File: src/hdl/lpt_pkg.sv
// constants, register map and state types of the panel timing generator
`default_nettype none
package lpt_pkg;
  localparam logic [7:0]  CTRL_OFF   = 8'h00;
  localparam logic [7:0]  HTIM_OFF   = 8'h04;
  localparam logic [7:0]  VTIM_OFF   = 8'h08;
  localparam logic [7:0]  SIZE_OFF   = 8'h0C;
  localparam logic [7:0]  CLKDIV_OFF = 8'h10;
  localparam logic [7:0]  SEG_OFF    = 8'h14;
  localparam logic [7:0]  STAT_OFF   = 8'h18;

  localparam logic [31:0] CTRL_RST   = 32'h0000_0000;
  localparam logic [31:0] HTIM_RST   = 32'h0000_0000;
  localparam logic [31:0] VTIM_RST   = 32'h0001_0000;
  localparam logic [31:0] SIZE_RST   = 32'h00F0_0140;
  localparam logic [31:0] CLKDIV_RST = 32'h0000_0003;
  localparam logic [31:0] SEG_RST    = 32'h0000_0000;

  // control register fields
  localparam int CTRL_EN     = 0;
  localparam int CTRL_MODE   = 1;
  localparam int CTRL_BW     = 3;
  localparam int CTRL_SCKPOL = 5;
  localparam int CTRL_DATPOL = 6;
  localparam int CTRL_FSPOL  = 7;
  localparam int CTRL_LSPOL  = 8;
  localparam int CTRL_OEPOL  = 9;
  localparam int CTRL_STOPFS = 10;
  localparam int CTRL_STOPOE = 11;
  localparam int CTRL_BITS   = 12;

  // field positions shared by the timing and segment registers
  localparam int F0 = 0;
  localparam int F1 = 8;
  localparam int F2 = 16;
  localparam int F3 = 24;

  localparam logic [1:0] MODE_ACTIVE  = 2'h0;
  localparam logic [1:0] MODE_SEGMENT = 2'h1;
  localparam logic [1:0] MODE_PASCOL  = 2'h2;
  localparam logic [1:0] MODE_MONO    = 2'h3;

  // porch additions per mode, in counting units
  localparam logic [11:0] AM_BACK_ADD  = 12'h003;
  localparam logic [11:0] SEG_BACK_ADD = 12'h004;
  localparam logic [11:0] PAS_BACK_ADD = 12'h002;

  typedef enum logic [1:0] {
    H_SYNC   = 2'b00,
    H_BACK   = 2'b01,
    H_ACTIVE = 2'b11,
    H_FRONT  = 2'b10
  } lpt_hstate_t;

  typedef enum logic [1:0] {
    V_ACTIVE = 2'b00,
    V_FRONT  = 2'b01,
    V_SYNC   = 2'b11,
    V_BACK   = 2'b10
  } lpt_vstate_t;
endpackage
`default_nettype wire

File: src/hdl/lpt_tick_div.sv
// programmable divider giving a one-cycle tick every div+1 steps
`default_nettype none
module lpt_tick_div #(
  parameter int W = 6
) (
  input  wire logic         clk,
  input  wire logic         rst_n,
  input  wire logic         ce,
  input  wire logic         run,
  input  wire logic         step,
  input  wire logic [W-1:0] div,
  output logic              tick
);
  logic [W-1:0] cnt_q;

  assign tick = run && step && (cnt_q >= div);

  always_ff @(posedge clk or negedge rst_n) begin
    if (!rst_n) begin
      cnt_q <= '0;
    end else if (ce) begin
      if (!run) begin
        cnt_q <= '0;
      end else if (tick) begin
        cnt_q <= '0;
      end else if (step) begin
        cnt_q <= cnt_q + 1'b1;
      end
    end
  end
endmodule
`default_nettype wire

File: src/hdl/lpt_timing.sv
// panel timing generator: apb registers, clocks, line and frame timing
`default_nettype none
// Behaviour
// RULE_01 - pixel clock is the source clock divided by divisor plus one
// RULE_02 - shift clock equals pixel clock except in wide monochrome
// RULE_03 - wide monochrome shift clock is pixel clock over bus width
// RULE_04 - shift clock and pixel data polarity are software selected
// RULE_05 - software keeps shift clock under a third of bus clock
// RULE_06 - frame sync starts front wait lines plus porches less one
// RULE_07 - line period is pixels plus sync width and both porches
// RULE_08 - frame sync lasts sync-width lines; enable resumes back wait +1
// RULE_09 - line sync lasts width+1; enable starts back wait+3 later
// RULE_10 - line sync starts front wait+1 after output enable ends
// RULE_11 - frame sync, line sync and enable polarities are selectable
// RULE_12 - shift clock may stop during frame sync or enable off
// RULE_13 - segmented start pulse is one shift clock, ends at first data
// RULE_14 - segmented line sync starts front wait+1 after last data
// RULE_15 - segmented data starts back wait+4 after line sync ends
// RULE_16 - gate clock rises delay+1 after data, stays high width+1
// RULE_17 - power save rises delay after gate falls, falls on gate rise
// RULE_18 - reverse output toggles once a line, delay+1 after last data
// RULE_19 - passive: back wait+2, sync width+1, front wait+1 pixel clocks
// RULE_20 - passive frame sync, line sync, shift clock polarity selectable
// RULE_21 - passive colour and one-bit mono frame-to-shift delay is one
// RULE_22 - mono 2, 4, 8 bit bus delay 1, 2, 4 pixel clocks
// RULE_23 - counters held at start in reset, frame begins after release
module lpt_timing #(
  parameter int DW = 8
) (
  input  wire logic          pclk,
  input  wire logic          presetn,
  input  wire logic          ce,
  input  wire logic          psel,
  input  wire logic          penable,
  input  wire logic          pwrite,
  input  wire logic [7:0]    paddr,
  input  wire logic [31:0]   pwdata,
  output logic      [31:0]   prdata,
  output logic               pready,
  output logic               pslverr,
  input  wire logic [DW-1:0] pixel_in,
  output logic               pixel_req,
  output logic      [DW-1:0] pixel_data_out,
  output logic               shift_clock,
  output logic               line_sync,
  output logic               frame_sync,
  output logic               output_enable,
  output logic               line_start_pulse,
  output logic               gate_clock,
  output logic               power_save_out,
  output logic               polarity_reverse
);
  logic [lpt_pkg::CTRL_BITS-1:0] ctrl_q;
  logic [31:0]          htim_q;
  logic [31:0]          vtim_q;
  logic [31:0]          size_q;
  logic [5:0]           pcd_q;
  logic [31:0]          seg_q;
  logic                 setup;
  logic                 hit;
  logic [31:0]          rd_d;
  logic                 en;
  logic [1:0]           mode;
  logic                 passive;
  logic                 segm;
  logic [3:0]           bw_div;
  logic                 pix_tick;
  logic                 sh_tick;
  lpt_pkg::lpt_hstate_t hstate_q;
  lpt_pkg::lpt_vstate_t vstate_q;
  logic [11:0]          hcnt_q;
  logic [9:0]           vcnt_q;
  logic [11:0]          hlen;
  logic [11:0]          back_add;
  logic                 step;
  logic                 h_last;
  logic                 line_end;
  logic                 back_end;
  logic                 fs_q;
  logic                 oe_act;
  logic [2:0]           dly_q;
  logic [2:0]           dly_ld;
  logic                 sck_run;
  logic [9:0]           seg_cnt_q;
  logic [9:0]           g_on;
  logic [9:0]           g_off;
  logic [9:0]           ps_on;
  logic [9:0]           rev_at;
  logic                 gate_q;
  logic                 ps_q;
  logic                 rev_q;

  assign en      = ctrl_q[lpt_pkg::CTRL_EN];
  assign mode    = ctrl_q[lpt_pkg::CTRL_MODE +: 2];
  assign passive = mode[1];
  assign segm    = (mode == lpt_pkg::MODE_SEGMENT);

  // apb slave, zero wait states
  assign pready  = 1'b1;
  assign setup   = psel && !penable;
  assign pslverr = psel && penable && !hit;

  always_comb begin
    hit  = 1'b1;
    rd_d = 32'h0000_0000;
    if (paddr == lpt_pkg::CTRL_OFF) begin
      rd_d = {20'h00000, ctrl_q};
    end else if (paddr == lpt_pkg::HTIM_OFF) begin
      rd_d = htim_q;
    end else if (paddr == lpt_pkg::VTIM_OFF) begin
      rd_d = vtim_q;
    end else if (paddr == lpt_pkg::SIZE_OFF) begin
      rd_d = size_q;
    end else if (paddr == lpt_pkg::CLKDIV_OFF) begin
      rd_d = {26'h0000000, pcd_q};
    end else if (paddr == lpt_pkg::SEG_OFF) begin
      rd_d = seg_q;
    end else if (paddr == lpt_pkg::STAT_OFF) begin
      rd_d = {12'h000, vstate_q, hstate_q, fs_q, oe_act, 4'h0, vcnt_q};
    end else begin
      hit = 1'b0;
    end
  end

  always_ff @(posedge pclk or negedge presetn) begin
    if (!presetn) begin
      prdata <= 32'h0000_0000;
    end else if (ce && setup && !pwrite) begin
      prdata <= rd_d;
    end
  end

  always_ff @(posedge pclk or negedge presetn) begin
    if (!presetn) begin
      ctrl_q <= lpt_pkg::CTRL_RST[lpt_pkg::CTRL_BITS-1:0];
      htim_q <= lpt_pkg::HTIM_RST;
      vtim_q <= lpt_pkg::VTIM_RST;
      size_q <= lpt_pkg::SIZE_RST;
      pcd_q  <= lpt_pkg::CLKDIV_RST[5:0];
      seg_q  <= lpt_pkg::SEG_RST;
    end else if (ce && psel && penable && pwrite) begin
      if (paddr == lpt_pkg::CTRL_OFF) begin
        ctrl_q <= pwdata[lpt_pkg::CTRL_BITS-1:0];
      end else if (paddr == lpt_pkg::HTIM_OFF) begin
        htim_q <= pwdata;
      end else if (paddr == lpt_pkg::VTIM_OFF) begin
        vtim_q <= pwdata;
      end else if (paddr == lpt_pkg::SIZE_OFF) begin
        size_q <= pwdata;
      end else if (paddr == lpt_pkg::CLKDIV_OFF) begin
        pcd_q <= pwdata[5:0];
      end else if (paddr == lpt_pkg::SEG_OFF) begin
        seg_q <= pwdata;
      end
    end
  end

  // clock generation
  lpt_tick_div #(.W(6)) u_pix (
    .clk   (pclk),
    .rst_n (presetn),
    .ce    (ce),
    .run   (en),
    .step  (1'b1),
    .div   (pcd_q),
    .tick  (pix_tick)
  ); // RULE_01

  always_comb begin
    bw_div = 4'h0; // RULE_02
    dly_ld = 3'h1; // RULE_21
    if (mode == lpt_pkg::MODE_MONO) begin
      case (ctrl_q[lpt_pkg::CTRL_BW +: 2])
        2'h1: begin
          bw_div = 4'h1; // RULE_03
        end
        2'h2: begin
          bw_div = 4'h3;
          dly_ld = 3'h2; // RULE_22
        end
        2'h3: begin
          bw_div = 4'h7;
          dly_ld = 3'h4; // RULE_22
        end
        default: begin
          bw_div = 4'h0;
        end
      endcase
    end
  end

  lpt_tick_div #(.W(4)) u_shift (
    .clk   (pclk),
    .rst_n (presetn),
    .ce    (ce),
    .run   (en),
    .step  (pix_tick),
    .div   (bw_div),
    .tick  (sh_tick)
  ); // RULE_03

  // horizontal phase lengths
  always_comb begin
    if (passive) begin
      back_add = lpt_pkg::PAS_BACK_ADD; // RULE_19
    end else if (segm) begin
      back_add = lpt_pkg::SEG_BACK_ADD; // RULE_15
    end else begin
      back_add = lpt_pkg::AM_BACK_ADD; // RULE_09
    end
    case (hstate_q)
      lpt_pkg::H_SYNC: begin
        hlen = {4'h0, htim_q[lpt_pkg::F0 +: 8]} + 12'h001; // RULE_09
      end
      lpt_pkg::H_BACK: begin
        hlen = {4'h0, htim_q[lpt_pkg::F2 +: 8]} + back_add;
      end
      lpt_pkg::H_ACTIVE: begin
        hlen = size_q[11:0]; // RULE_07
      end
      default: begin
        hlen = {4'h0, htim_q[lpt_pkg::F1 +: 8]} + 12'h001; // RULE_10 RULE_14
      end
    endcase
  end

  // data counts in shift clocks; porches in pixel clocks (equal unless wide mono)
  assign step     = (hstate_q == lpt_pkg::H_ACTIVE) ? sh_tick : pix_tick;
  assign h_last   = step && (hcnt_q == hlen - 12'h001);
  assign line_end = h_last && (hstate_q == lpt_pkg::H_FRONT);
  assign back_end = step && (hstate_q == lpt_pkg::H_BACK) &&
                    (hcnt_q == hlen - {10'h0, !passive, passive});
  assign oe_act   = (hstate_q == lpt_pkg::H_ACTIVE) &&
                    (vstate_q == lpt_pkg::V_ACTIVE);

  always_ff @(posedge pclk or negedge presetn) begin
    if (!presetn) begin
      hstate_q <= lpt_pkg::H_SYNC; // RULE_23
      hcnt_q   <= 12'h000;
    end else if (ce) begin
      if (!en) begin
        hstate_q <= lpt_pkg::H_SYNC;
        hcnt_q   <= 12'h000;
      end else if (h_last) begin
        hcnt_q <= 12'h000;
        case (hstate_q)
          lpt_pkg::H_SYNC: begin
            hstate_q <= lpt_pkg::H_BACK;
          end
          lpt_pkg::H_BACK: begin
            hstate_q <= lpt_pkg::H_ACTIVE;
          end
          lpt_pkg::H_ACTIVE: begin
            hstate_q <= lpt_pkg::H_FRONT;
          end
          default: begin
            hstate_q <= lpt_pkg::H_SYNC;
          end
        endcase
      end else if (step) begin
        hcnt_q <= hcnt_q + 12'h001;
      end
    end
  end

  // vertical sequence, advanced at each line end
  always_ff @(posedge pclk or negedge presetn) begin
    if (!presetn) begin
      vstate_q <= lpt_pkg::V_ACTIVE; // RULE_23
      vcnt_q   <= 10'h000;
    end else if (ce) begin
      if (!en) begin
        vstate_q <= lpt_pkg::V_ACTIVE;
        vcnt_q   <= 10'h000;
      end else if (line_end) begin
        vcnt_q <= vcnt_q + 10'h001;
        case (vstate_q)
          lpt_pkg::V_ACTIVE: begin
            if (vcnt_q + 10'h001 >= size_q[25:16]) begin
              vcnt_q <= 10'h000;
              if (vtim_q[lpt_pkg::F1 +: 8] != 8'h00) begin
                vstate_q <= lpt_pkg::V_FRONT; // RULE_06
              end else begin
                vstate_q <= lpt_pkg::V_SYNC;
              end
            end
          end
          lpt_pkg::V_FRONT: begin
            if (vcnt_q + 10'h001 >= {2'h0, vtim_q[lpt_pkg::F1 +: 8]}) begin
              vcnt_q   <= 10'h000;
              vstate_q <= lpt_pkg::V_SYNC; // RULE_06
            end
          end
          lpt_pkg::V_SYNC: begin
            if (vcnt_q + 10'h001 >= {2'h0, vtim_q[lpt_pkg::F0 +: 8]}) begin
              vcnt_q <= 10'h000;
              if (vtim_q[lpt_pkg::F2 +: 8] != 8'h00) begin
                vstate_q <= lpt_pkg::V_BACK; // RULE_08
              end else begin
                vstate_q <= lpt_pkg::V_ACTIVE;
              end
            end
          end
          default: begin
            if (vcnt_q + 10'h001 >= {2'h0, vtim_q[lpt_pkg::F2 +: 8]}) begin
              vcnt_q   <= 10'h000;
              vstate_q <= lpt_pkg::V_ACTIVE; // RULE_08
            end
          end
        endcase
      end
    end
  end

  // frame sync changes one shift clock before data would start, or as data starts in the passive modes
  always_ff @(posedge pclk or negedge presetn) begin
    if (!presetn) begin
      fs_q <= 1'b0;
    end else if (ce) begin
      if (!en) begin
        fs_q <= 1'b0;
      end else if (back_end) begin
        fs_q <= (vstate_q == lpt_pkg::V_SYNC); // RULE_06 RULE_08 RULE_19
      end
    end
  end

  // passive frame-sync to shift-clock delay
  always_ff @(posedge pclk or negedge presetn) begin
    if (!presetn) begin
      dly_q <= 3'h0;
    end else if (ce) begin
      if (passive && back_end && (vstate_q == lpt_pkg::V_SYNC) && !fs_q) begin
        dly_q <= dly_ld; // RULE_21 RULE_22
      end else if (pix_tick && dly_q != 3'h0) begin
        dly_q <= dly_q - 3'h1;
      end
    end
  end

  assign sck_run = en && (dly_q == 3'h0) &&
                   !(ctrl_q[lpt_pkg::CTRL_STOPFS] && fs_q) &&
                   !(ctrl_q[lpt_pkg::CTRL_STOPOE] && !oe_act); // RULE_12

  // segmented panel strobes, timed from the last data of a line
  assign g_on   = {2'h0, seg_q[lpt_pkg::F0 +: 8]} + 10'h001;
  assign g_off  = g_on + {2'h0, seg_q[lpt_pkg::F1 +: 8]} + 10'h001;
  assign ps_on  = g_off + {2'h0, seg_q[lpt_pkg::F2 +: 8]};
  assign rev_at = {2'h0, seg_q[lpt_pkg::F3 +: 8]} + 10'h001;

  always_ff @(posedge pclk or negedge presetn) begin
    if (!presetn) begin
      seg_cnt_q <= 10'h3FF;
    end else if (ce) begin
      if (!en || !segm) begin
        seg_cnt_q <= 10'h3FF;
      end else if (h_last && hstate_q == lpt_pkg::H_ACTIVE) begin
        seg_cnt_q <= 10'h000;
      end else if (sh_tick && seg_cnt_q != 10'h3FF) begin
        seg_cnt_q <= seg_cnt_q + 10'h001;
      end
    end
  end

  always_ff @(posedge pclk or negedge presetn) begin
    if (!presetn) begin
      gate_q <= 1'b0;
      ps_q   <= 1'b0;
      rev_q  <= 1'b0;
    end else if (ce) begin
      if (!en || !segm) begin
        gate_q <= 1'b0;
        ps_q   <= 1'b0;
        rev_q  <= 1'b0;
      end else begin
        gate_q <= (seg_cnt_q >= g_on) && (seg_cnt_q < g_off); // RULE_16
        if (seg_cnt_q == g_on) begin
          ps_q <= 1'b0; // RULE_17
        end else if (seg_cnt_q == ps_on) begin
          ps_q <= 1'b1; // RULE_17
        end
        if (sh_tick && seg_cnt_q == rev_at - 10'h001) begin
          rev_q <= !rev_q; // RULE_18
        end
      end
    end
  end

  // pin outputs, registered except pixel_req; polarity programmable on data, shift clock, syncs and enable
  assign pixel_req = oe_act && sh_tick;

  always_ff @(posedge pclk or negedge presetn) begin
    if (!presetn) begin
      pixel_data_out   <= '0;
      shift_clock      <= 1'b0;
      line_sync        <= 1'b0;
      frame_sync       <= 1'b0;
      output_enable    <= 1'b0;
      line_start_pulse <= 1'b0;
      gate_clock       <= 1'b0;
      power_save_out   <= 1'b0;
      polarity_reverse <= 1'b0;
    end else if (ce) begin
      if (pixel_req) begin
        pixel_data_out <= pixel_in ^ {DW{ctrl_q[lpt_pkg::CTRL_DATPOL]}}; // RULE_04
      end
      shift_clock <= (sh_tick && sck_run) ^
                     ctrl_q[lpt_pkg::CTRL_SCKPOL]; // RULE_04 RULE_20
      line_sync <= (en && hstate_q == lpt_pkg::H_SYNC) ^
                   ctrl_q[lpt_pkg::CTRL_LSPOL]; // RULE_11 RULE_20
      frame_sync <= fs_q ^ ctrl_q[lpt_pkg::CTRL_FSPOL]; // RULE_11 RULE_20
      output_enable <= (en && oe_act) ^
                       ctrl_q[lpt_pkg::CTRL_OEPOL]; // RULE_11
      line_start_pulse <= en && segm && (hstate_q == lpt_pkg::H_BACK) &&
                          (hcnt_q == hlen - 12'h001); // RULE_13
      gate_clock       <= gate_q;
      power_save_out   <= ps_q;
      polarity_reverse <= rev_q;
    end
  end
endmodule
`default_nettype wire
File: config.mk
export PLATFORM = sky130hd
export DESIGN_NAME = lpt_timing
export DESIGN_NICKNAME = d
export VERILOG_FILES = /design/src/hdl/lpt_pkg.sv /design/src/hdl/lpt_tick_div.sv /design/src/hdl/lpt_timing.sv
export SDC_FILE = /design/constraint.sdc
export NUM_CORES = 1
export LEC_CHECK = 0
export BUFFER_PORTS_ARGS = -buffer_cell sky130_fd_sc_hd__buf_4
export CORE_UTILIZATION = 29
export CTS_CLUSTER_DIAMETER = 150
export DETAILED_ROUTE_END_ITERATION = 10
export SLEW_MARGIN = 5
export SYNTH_ARGS = -nofsm -noshare
export SYNTH_HDL_FRONTEND = slang
export SYNTH_SLANG_ARGS = --single-unit
File: constraint.sdc
create_clock -name pclk -period 4.05 [get_ports pclk]
set_input_delay 0.2025 -clock pclk [delete_from_list [all_inputs] [get_ports pclk]]
set_output_delay 0.2025 -clock pclk [all_outputs]
set_load 0.005 [all_outputs]
==> metrics.md, run 1 <==
| Metric | Value |
|---|---|
| Outcome | `finished clean` |
| Critical Path End Type | `register` |
| Worst slew pin tran | `914.8 ps` |
| Core ar. | `0.05151 mm^2` |
| Total congestion overflow | `0` |
| Die area | `0.05324 mm^2` |
| Gate Count Post-Synth | `1568` |
| Largest net degree at the start of global routing | `112` |
| # Max-Cap Violations | `0` |
| Fillers | `5180` |
| P per Cell Area | `300.6 mW/mm^2` |
| Crit path max fanout | `5` |
| Lkg Pwr | `0.008623 uW` |
| Final Wtd Congestion | `0.9161` |
| Final period demand of the worst path | `4040 ps` |
| CP Launch Type | `register` |
| Die Y | `230.7 um` |
| Htree depth | `1` |
| CP arrival | `4500 ps` |
| CTS root buffer | `clkbuf_16` |
| WS Path Type | `reg2reg` |
| Mapped Area | `0.01517 mm^2` |
| Worst setup margin | `10.11 ps` |
| Clk slew on worst S/H paths | `60 ps` |
| Global-route wire length before repair | `79140 um` |
| Clock power share | `45.4%` |
| Post-synthesis mux area share | `10.34%` |
| Syn nets | `1718` |
| Synth Area in XOR/XNOR | `5.253%` |
| Wirelength per Cell | `20.95 um` |
| Largest area contributor in the netlist | `dfrtp_1` |
| Post-synth top area share | `37.60%` |
| Final hold vios | `0` |
| Clock Tree Buf Depth | `3` |
| Slowest-stage cell, CP | `dfrtp_1` |
| DRT Wirelength | `51670 um` |
| Fmax | `247.5 MHz` |
| Initial Utilization | `29.46%` |
| Die Span X | `230.7 um` |
| Peak VDD IR | `0.3032 mV` |
| Required @ worst endpoint | `4510 ps` |
| TritonRoute pass-1 iters | `5` |
| DP Worst Slack | `-129.0 ps` |
| Relative slew slack | `39.02%` |
| Port-buffer cells | `103` |
| Post-Synth Adder-Cell Area | `8.114%` |
| Routed Antenna Nets | `0` |
| Area of the multi-input gates | `0.008587 mm^2` |
| RSZ-0062 raised after global routing | `yes` |
| Final Hold Slack | `127.9 ps` |
| Vias in the first global route | `13060` |
| Initial antenna violation count | `2` |
| Post-Synth Simple-Gate Area | `13.45%` |
| Switch share | `24.34%` |
| Top cells by area, synth | `dfrtp_1 38%, mux2_2 8.6%, ha_1 7.6%` |
| CTS buffer count | `28` |
| Main synth FF type | `dfrtp_1` |
| Synth Area per Inst | `9.677 um^2` |
| Area Overhead vs Synth | `25.25%` |
| Aggregate global-route resource usage | `19.33%` |
| CTS tree | `built` |
| Crit-path max cell delay | `410 ps` |
| EDFF count, synth | `0` |
| Avg Vias per Cell | `5.298` |
| Via count | `13070` |
| Async SR Flop Fraction | `100.0%` |
| Worst Hold Class | `in2reg` |
| Final worst path period share | `99.75%` |
| Detailed placement HPWL | `38320 um` |
| Logic gate share of total power | `8.9%` |
| Final net count | `1914` |
| P_int | `4322 uW` |
| Net Sw Power | `1390 uW` |
| Layout cells sized above 1 | `25.87%` |
| Fin. max-slew vios | `0` |
| Largest family of logic cells by synthesized area | `compound AO/OA/AOI/OAI gates` |
| DRC | `0` |
| Post-Route Utilization | `36.90%` |
| Synthesis Warnings | `0` |
| Antenna fix cells | `0` |
| DR iter-0 viols | `993` |
| Site row count | `83` |
| Register area share after synthesis | `40.89%` |
| Final setup violation count | `0` |
| I/O pin cnt | `105` |
| Worst skew pair latency | `580 ps` |
| Synth Area in Compound Gates | `17.37%` |
| FF+latch count, synth | `247` |
| CTS sink count | `247` |
| Cell chain of the critical path | `nor2_1 -> ha_2 -> fa_1 -> mux2_4 -> mux2i_2 -> buf_4 -> buf_6 -> inv_4 -> fa_2 -> a211oi_4 -> nand2_1 -> xnor2_1 -> or3_1 -> a211oi_2 -> and3_4 -> mux2i_1 -> a211o_1` |
| Cell variety after synth | `81` |
| Storage element area | `0.006206 mm^2` |
| Seq pwr share | `45.7%` |
| Layout Skew | `26.22 ps` |
## stage by stage
| stage | std cells | TNS, ps | power, uW | instance area (um^2) |
|---|---|---|---|---|
| 2_1_floorplan | 1568 | 0 | 2809 | 15190 |
| 3_3_place_gp | 2359 | -174.4 | 3116 | 17260 |
| 3_5_place_dp | 2359 | -386.1 | 3125 | 17260 |
| 4_1_cts | 2461 | -169.5 | 5775 | 18810 |
| 5_1_grt | 2466 | -1075 | 5926 | 19000 |
| 6_report | 2466 | 0 | 5712 | 19000 |
## per-layer routing
metal | share of wire (%) | routed length [um] | vias to the layer above | track usage [%]
met2 | 47 | 24180 | 440 | 31.68
li1 | - | - | 6043 | -
met1 | 43 | 22050 | 6474 | 25.06
met5 | 0.025 | 13 | - | 0
met4 | 4.6 | 2362 | 2 | 8.133
met3 | 5.9 | 3065 | 106 | 3.298
## worst max-delay path, delay by kind of cell (launching register included)
kind                     cells  cell delay (ps)
AO/OA/AOI/OAI                3              750
XOR/XNOR                     1              120
adder cells (fa/ha/maj)      3              990
buffers and inverters        3              300
flip-flops                   1              410
multiplexers                 3              540
AND/OR/NAND/NOR              4              790
## cells in the final DEF, fill, tap and decap left out, types with 12 or more instances in the layout
master / n
mux2i_1: 23
mux2_2: 115
a222oi_1: 12
inv_1: 88
nor2_1: 120
nand2_1: 118
nand3_1: 38
o211ai_1: 13
nor3_1: 17
xor2_1: 26
a31oi_1: 30
a21o_1: 17
a22oi_1: 36
ha_1: 88
o21ai_0: 93
dfstp_2: 19
buf_4: 196
nand4_1: 15
xnor2_1: 61
and3_1: 12
a21oi_1: 71
nand2b_1: 22
dfrtp_1: 227
clkbuf_16: 29
dlygate4sd3_1: 41
## state kept, by name, indices dropped and copies added (netlist names), 8 cells and up
signal / cells
htim_q: 32
prdata: 32
seg_q: 32
size_q: 32
vtim_q: 32
ctrl_q: 12
hcnt_q: 12
seg_cnt_q: 10
vcnt_q: 10
pixel_data_out: 8
## power groups by stage
stage | registers, uW | logic [uW] | clock network [uW]
CTS | 2610 | 512 | 2650
finish | 2610 | 508 | 2600
global placement | 2650 | 465 | 0
global route | 2620 | 558 | 2750
detailed placement | 2650 | 473 | 0
floorplan | 2640 | 167 | 0
## layout make-up
type                       count  share of cell area, %
clock buffer                  40                  4.299
tap                          680                  4.477
clock inverter                12                 0.6584
sequential                   247                  32.66
multi-input combinational   1145                  45.18
timing repair buffer         250                  10.90
inverter                      92                  1.830
## final timing paths
kind,cells after the start,startpoint,slack (ps),to
worst max-delay path,17,ctrl_q[2],10,dly_q[1]
worst min-delay path,4,pwrite,130,prdata[2]
worst max register to register,17,ctrl_q[2],10,dly_q[1]
worst min register to register,2,u_shift.cnt_q[3],500,u_shift.cnt_q[3]
max in group asynchronous,3,presetn,2570,vtim_q[16]
min in group asynchronous,2,presetn,230,pixel_data_out[4]
## kinds of logic (layout without fill, tap and decap cells)
group,after synthesis,in the layout
xor gates and xnor gates,91,91
and+or+nand+nor,423,423
AOI/OAI and AO/OA,393,393
muxes,141,141
other,1,1
buffers and inverters,176,394
adders and majority gates,96,96
DFF,247,247
## Yosys cell counts, drive strengths merged, types with 8 or more instances
cell type and n:
a211oi 11, a21o 17, a21oi 75, a221o 10, a221oi 10, a222oi 12, a22oi 36, a31oi 30
a32o 8, and3 13, buf 21, clkbuf 63, dfrtp 228, dfstp 19, ha 92, inv 91
mux2 116, mux2i 24, nand2 121, nand2b 22, nand3 38, nand4 16, nor2 128, nor2b 12
nor3 24, nor4 11, o211ai 15, o21ai 105, o22ai 11, xnor2 62, xor2 29
## what timing repair did
action / in CTS / in global routing
endpoints found under the hold margin: 256 / 0
pin swaps: 26 / 33
setup endpoints to repair: 18 / 37
gates resized for setup: 32 / 38
hold buffers: 41 / 0
setup buffers: 9 / 7
Power figures use the tool's default switching activity.
==> inputs of run 2 (changes only) <==
clock period = 5.17 ns   (was 4.05 ns; I/O delays follow)
==> run 2 against run 1 <==
  * Clock power down 17%
  * Global-route usage hardly changed
  * Sequential power down 21%
  * Sequential share of layout area up 1.5 points
  * Register-to-register slack improved by 500 ps
  * First-iteration DRC count increased by 20%
  * Cell count down 3.1%
  * Via count down 1.4%
==> metrics.md, run 2 (synthesized netlist as in run 1, its figures left out) <==
| Metric | Value |
|---|---|
| Outcome | `finished clean` |
| Fmax | `214.4 MHz` |
| CP arrival | `5110 ps` |
| Setup TNS | `0 ps` |
| Largest net degree at the start of global routing | `117` |
| Htree depth | `1` |
| Initial Utilization | `29.46%` |
| Aggregate global-route resource usage | `19.33%` |
| Hold Path Depth | `3` |
| Final Hold Slack | `23.53 ps` |
| Layout Skew | `14.66 ps` |
| DRT Wirelength | `51430 um` |
| Final Non-Filler Cells | `2389` |
| Slowest-stage cell, CP | `nor2_1` |
| CP Launch Type | `register` |
| # Max-Cap Violations | `0` |
| Crit-path max cell delay | `500 ps` |
| WS Path Type | `reg2reg` |
| Reg-to-reg startpoint | `ctrl_q[1]` |
| Worst Hold Class | `in2reg` |
| Placed Area | `0.01677 mm^2` |
| DR iter-0 viols | `1189` |
| R2r worst-path depth | `14` |
| Detailed placement HPWL | `37580 um` |
| Worst reg2reg setup slack | `510 ps` |
| Total congestion overflow | `0` |
| Clock Tree Buf Depth | `3` |
| Worst path depth | `14` |
| Site row count | `83` |
| CTS sink count | `247` |
| Cell chain of the critical path | `nor2b_1 -> inv_1 -> fa_1 -> a21oi_1 -> nor3_1 -> nor3b_1 -> a21oi_1 -> nor3b_4 -> and4_1 -> o2111a_1 -> nand4_4 -> nor2_1 -> a21oi_1 -> a32o_1` |
| Hold Startpoint | `pwdata[2]` |
| CTS root buffer | `clkbuf_16` |
| Vias in the first global route | `12790` |
| Final hold vios | `0` |
| Worst slew pin tran | `1060 ps` |
| Via count | `12890` |
| Crit path max-delay family | `simple AND/OR/NAND/NOR gates` |
| Reg-to-Reg End | `vcnt_q[4]` |
| Commonest non-fill, non-tap cell in the layout | `dfrtp_1` |
| Layout cells sized above 1 | `20.26%` |
| Critical Path End Type | `register` |
| Die area | `0.05324 mm^2` |
| Die Y | `230.7 um` |
| TritonRoute pass-1 iters | `5` |
| Avg Vias per Cell | `5.395` |
| DRC | `0` |
| Setup Buffers After CTS | `0` |
| Relative slew slack | `28.96%` |
| CTS tree | `built` |
| DP Cell Count | `2298` |
| Worst skew pair latency | `560 ps` |
| Required @ worst endpoint | `5620 ps` |
| P per Cell Area | `252.6 mW/mm^2` |
| Lkg Pwr | `0.008208 uW` |
| Clk slew on worst S/H paths | `60 ps` |
| Port-buffer cells | `103` |
| Origin of the worst setup path | `ctrl_q[1]` |
| Wirelength per Cell | `21.53 um` |
| CTS buffer count | `28` |
| Fin. max-slew vios | `0` |
| WP buf/inv | `1` |
| RSZ-0062 raised after global routing | `no` |
| Final worst path period share | `90.21%` |
| Worst setup path end | `vcnt_q[4]` |
| Peak VDD IR | `0.1992 mV` |
| Global-route wire length before repair | `79140 um` |
| Area Overhead vs Synth | `19.68%` |
| Final period demand of the worst path | `4664 ps` |
| Core ar. | `0.05151 mm^2` |
| Design area | `0.01816 mm^2` |
| Commonest cells after routing, fill and taps aside | `228 x dfrtp_1, 131 x buf_4, 123 x nor2_1` |
| Routed Antenna Nets | `0` |
| Initial antenna violation count | `1` |
| Final Wtd Congestion | `0.9410` |
| I/O pin cnt | `105` |
| Final setup violation count | `0` |
| Crit path max fanout | `11` |
| Most frequent CP cell | `a21oi_1` |
| Die Span X | `230.7 um` |
| Final net count | `1836` |
run 2: changes by cell type in the layout (fill, tap and decap cells not counted), moves of 4 or more:
cell and change:
buf_6 -7, a21oi_1 +4, clkbuf_8 +8, ha_1 +4, buf_4 -65, a211oi_1 +4, clkinv_2 -4
run 2: area by class of cell:
class	instances	area (um^2)
Timing Repair Buffer	172	1419
Sequential cell	247	6205
Antenna cell	1	2.502
Clock inverter	5	81.33
Multi-Input combinational cell	1145	8333
Fill cell	5223	33350
Tap cell	680	850.8
Inverter	92	345.3
Clock buffer	47	923.4
run 2: how the worst min path moves through the flow:
stage / to / slack [ps]
floorplan: ctrl_q[0] / -40
global placement: pixel_data_out[7] / 420
detailed placement: pixel_data_out[0] / 430
CTS: vtim_q[2] / 4
global route: ctrl_q[3] / 20
finish: vtim_q[2] / 20
run 2: metrics by stage:
stage / utilization, % / setup slack [ps] / power, uW
after floorplan: - / 854.6 / 2200
after global placement: 32.55 / 545.5 / 2437
after detailed placement: 32.55 / 443.5 / 2445
after CTS: 35.24 / 410.4 / 4635
after global routing: 35.26 / 119.2 / 4745
final: 35.26 / 506.3 / 4587
run 2: where the power goes:
part / total [uW] / internal, uW / switching [uW] / leakage [uW]
Clock: 2160 / 1310 / 847 / 0.000493
Combinational: 382 / 178 / 204 / 0.00458
Sequential: 2050 / 2000 / 51.5 / 0.00313
run 2: routing by layer:
layer,wire [um],track usage (%),up-vias
li1,-,-,5932
met1,22840,26.56,6403
met2,23910,31.68,475
met3,3160,2.569,78
met4,1520,5.360,0
met5,0,0,-
run 2: repair_timing:
item,in CTS,in global routing
hold buffers,38,0
hold endpoints to repair,238,0
resized for setup,0,1
setup endpoints to repair,0,14
run 2: tightest hold or removal path, cell delays in order:
cell and delay (ps):
buf_4 140, nand2_1 50, o21ai_0 80
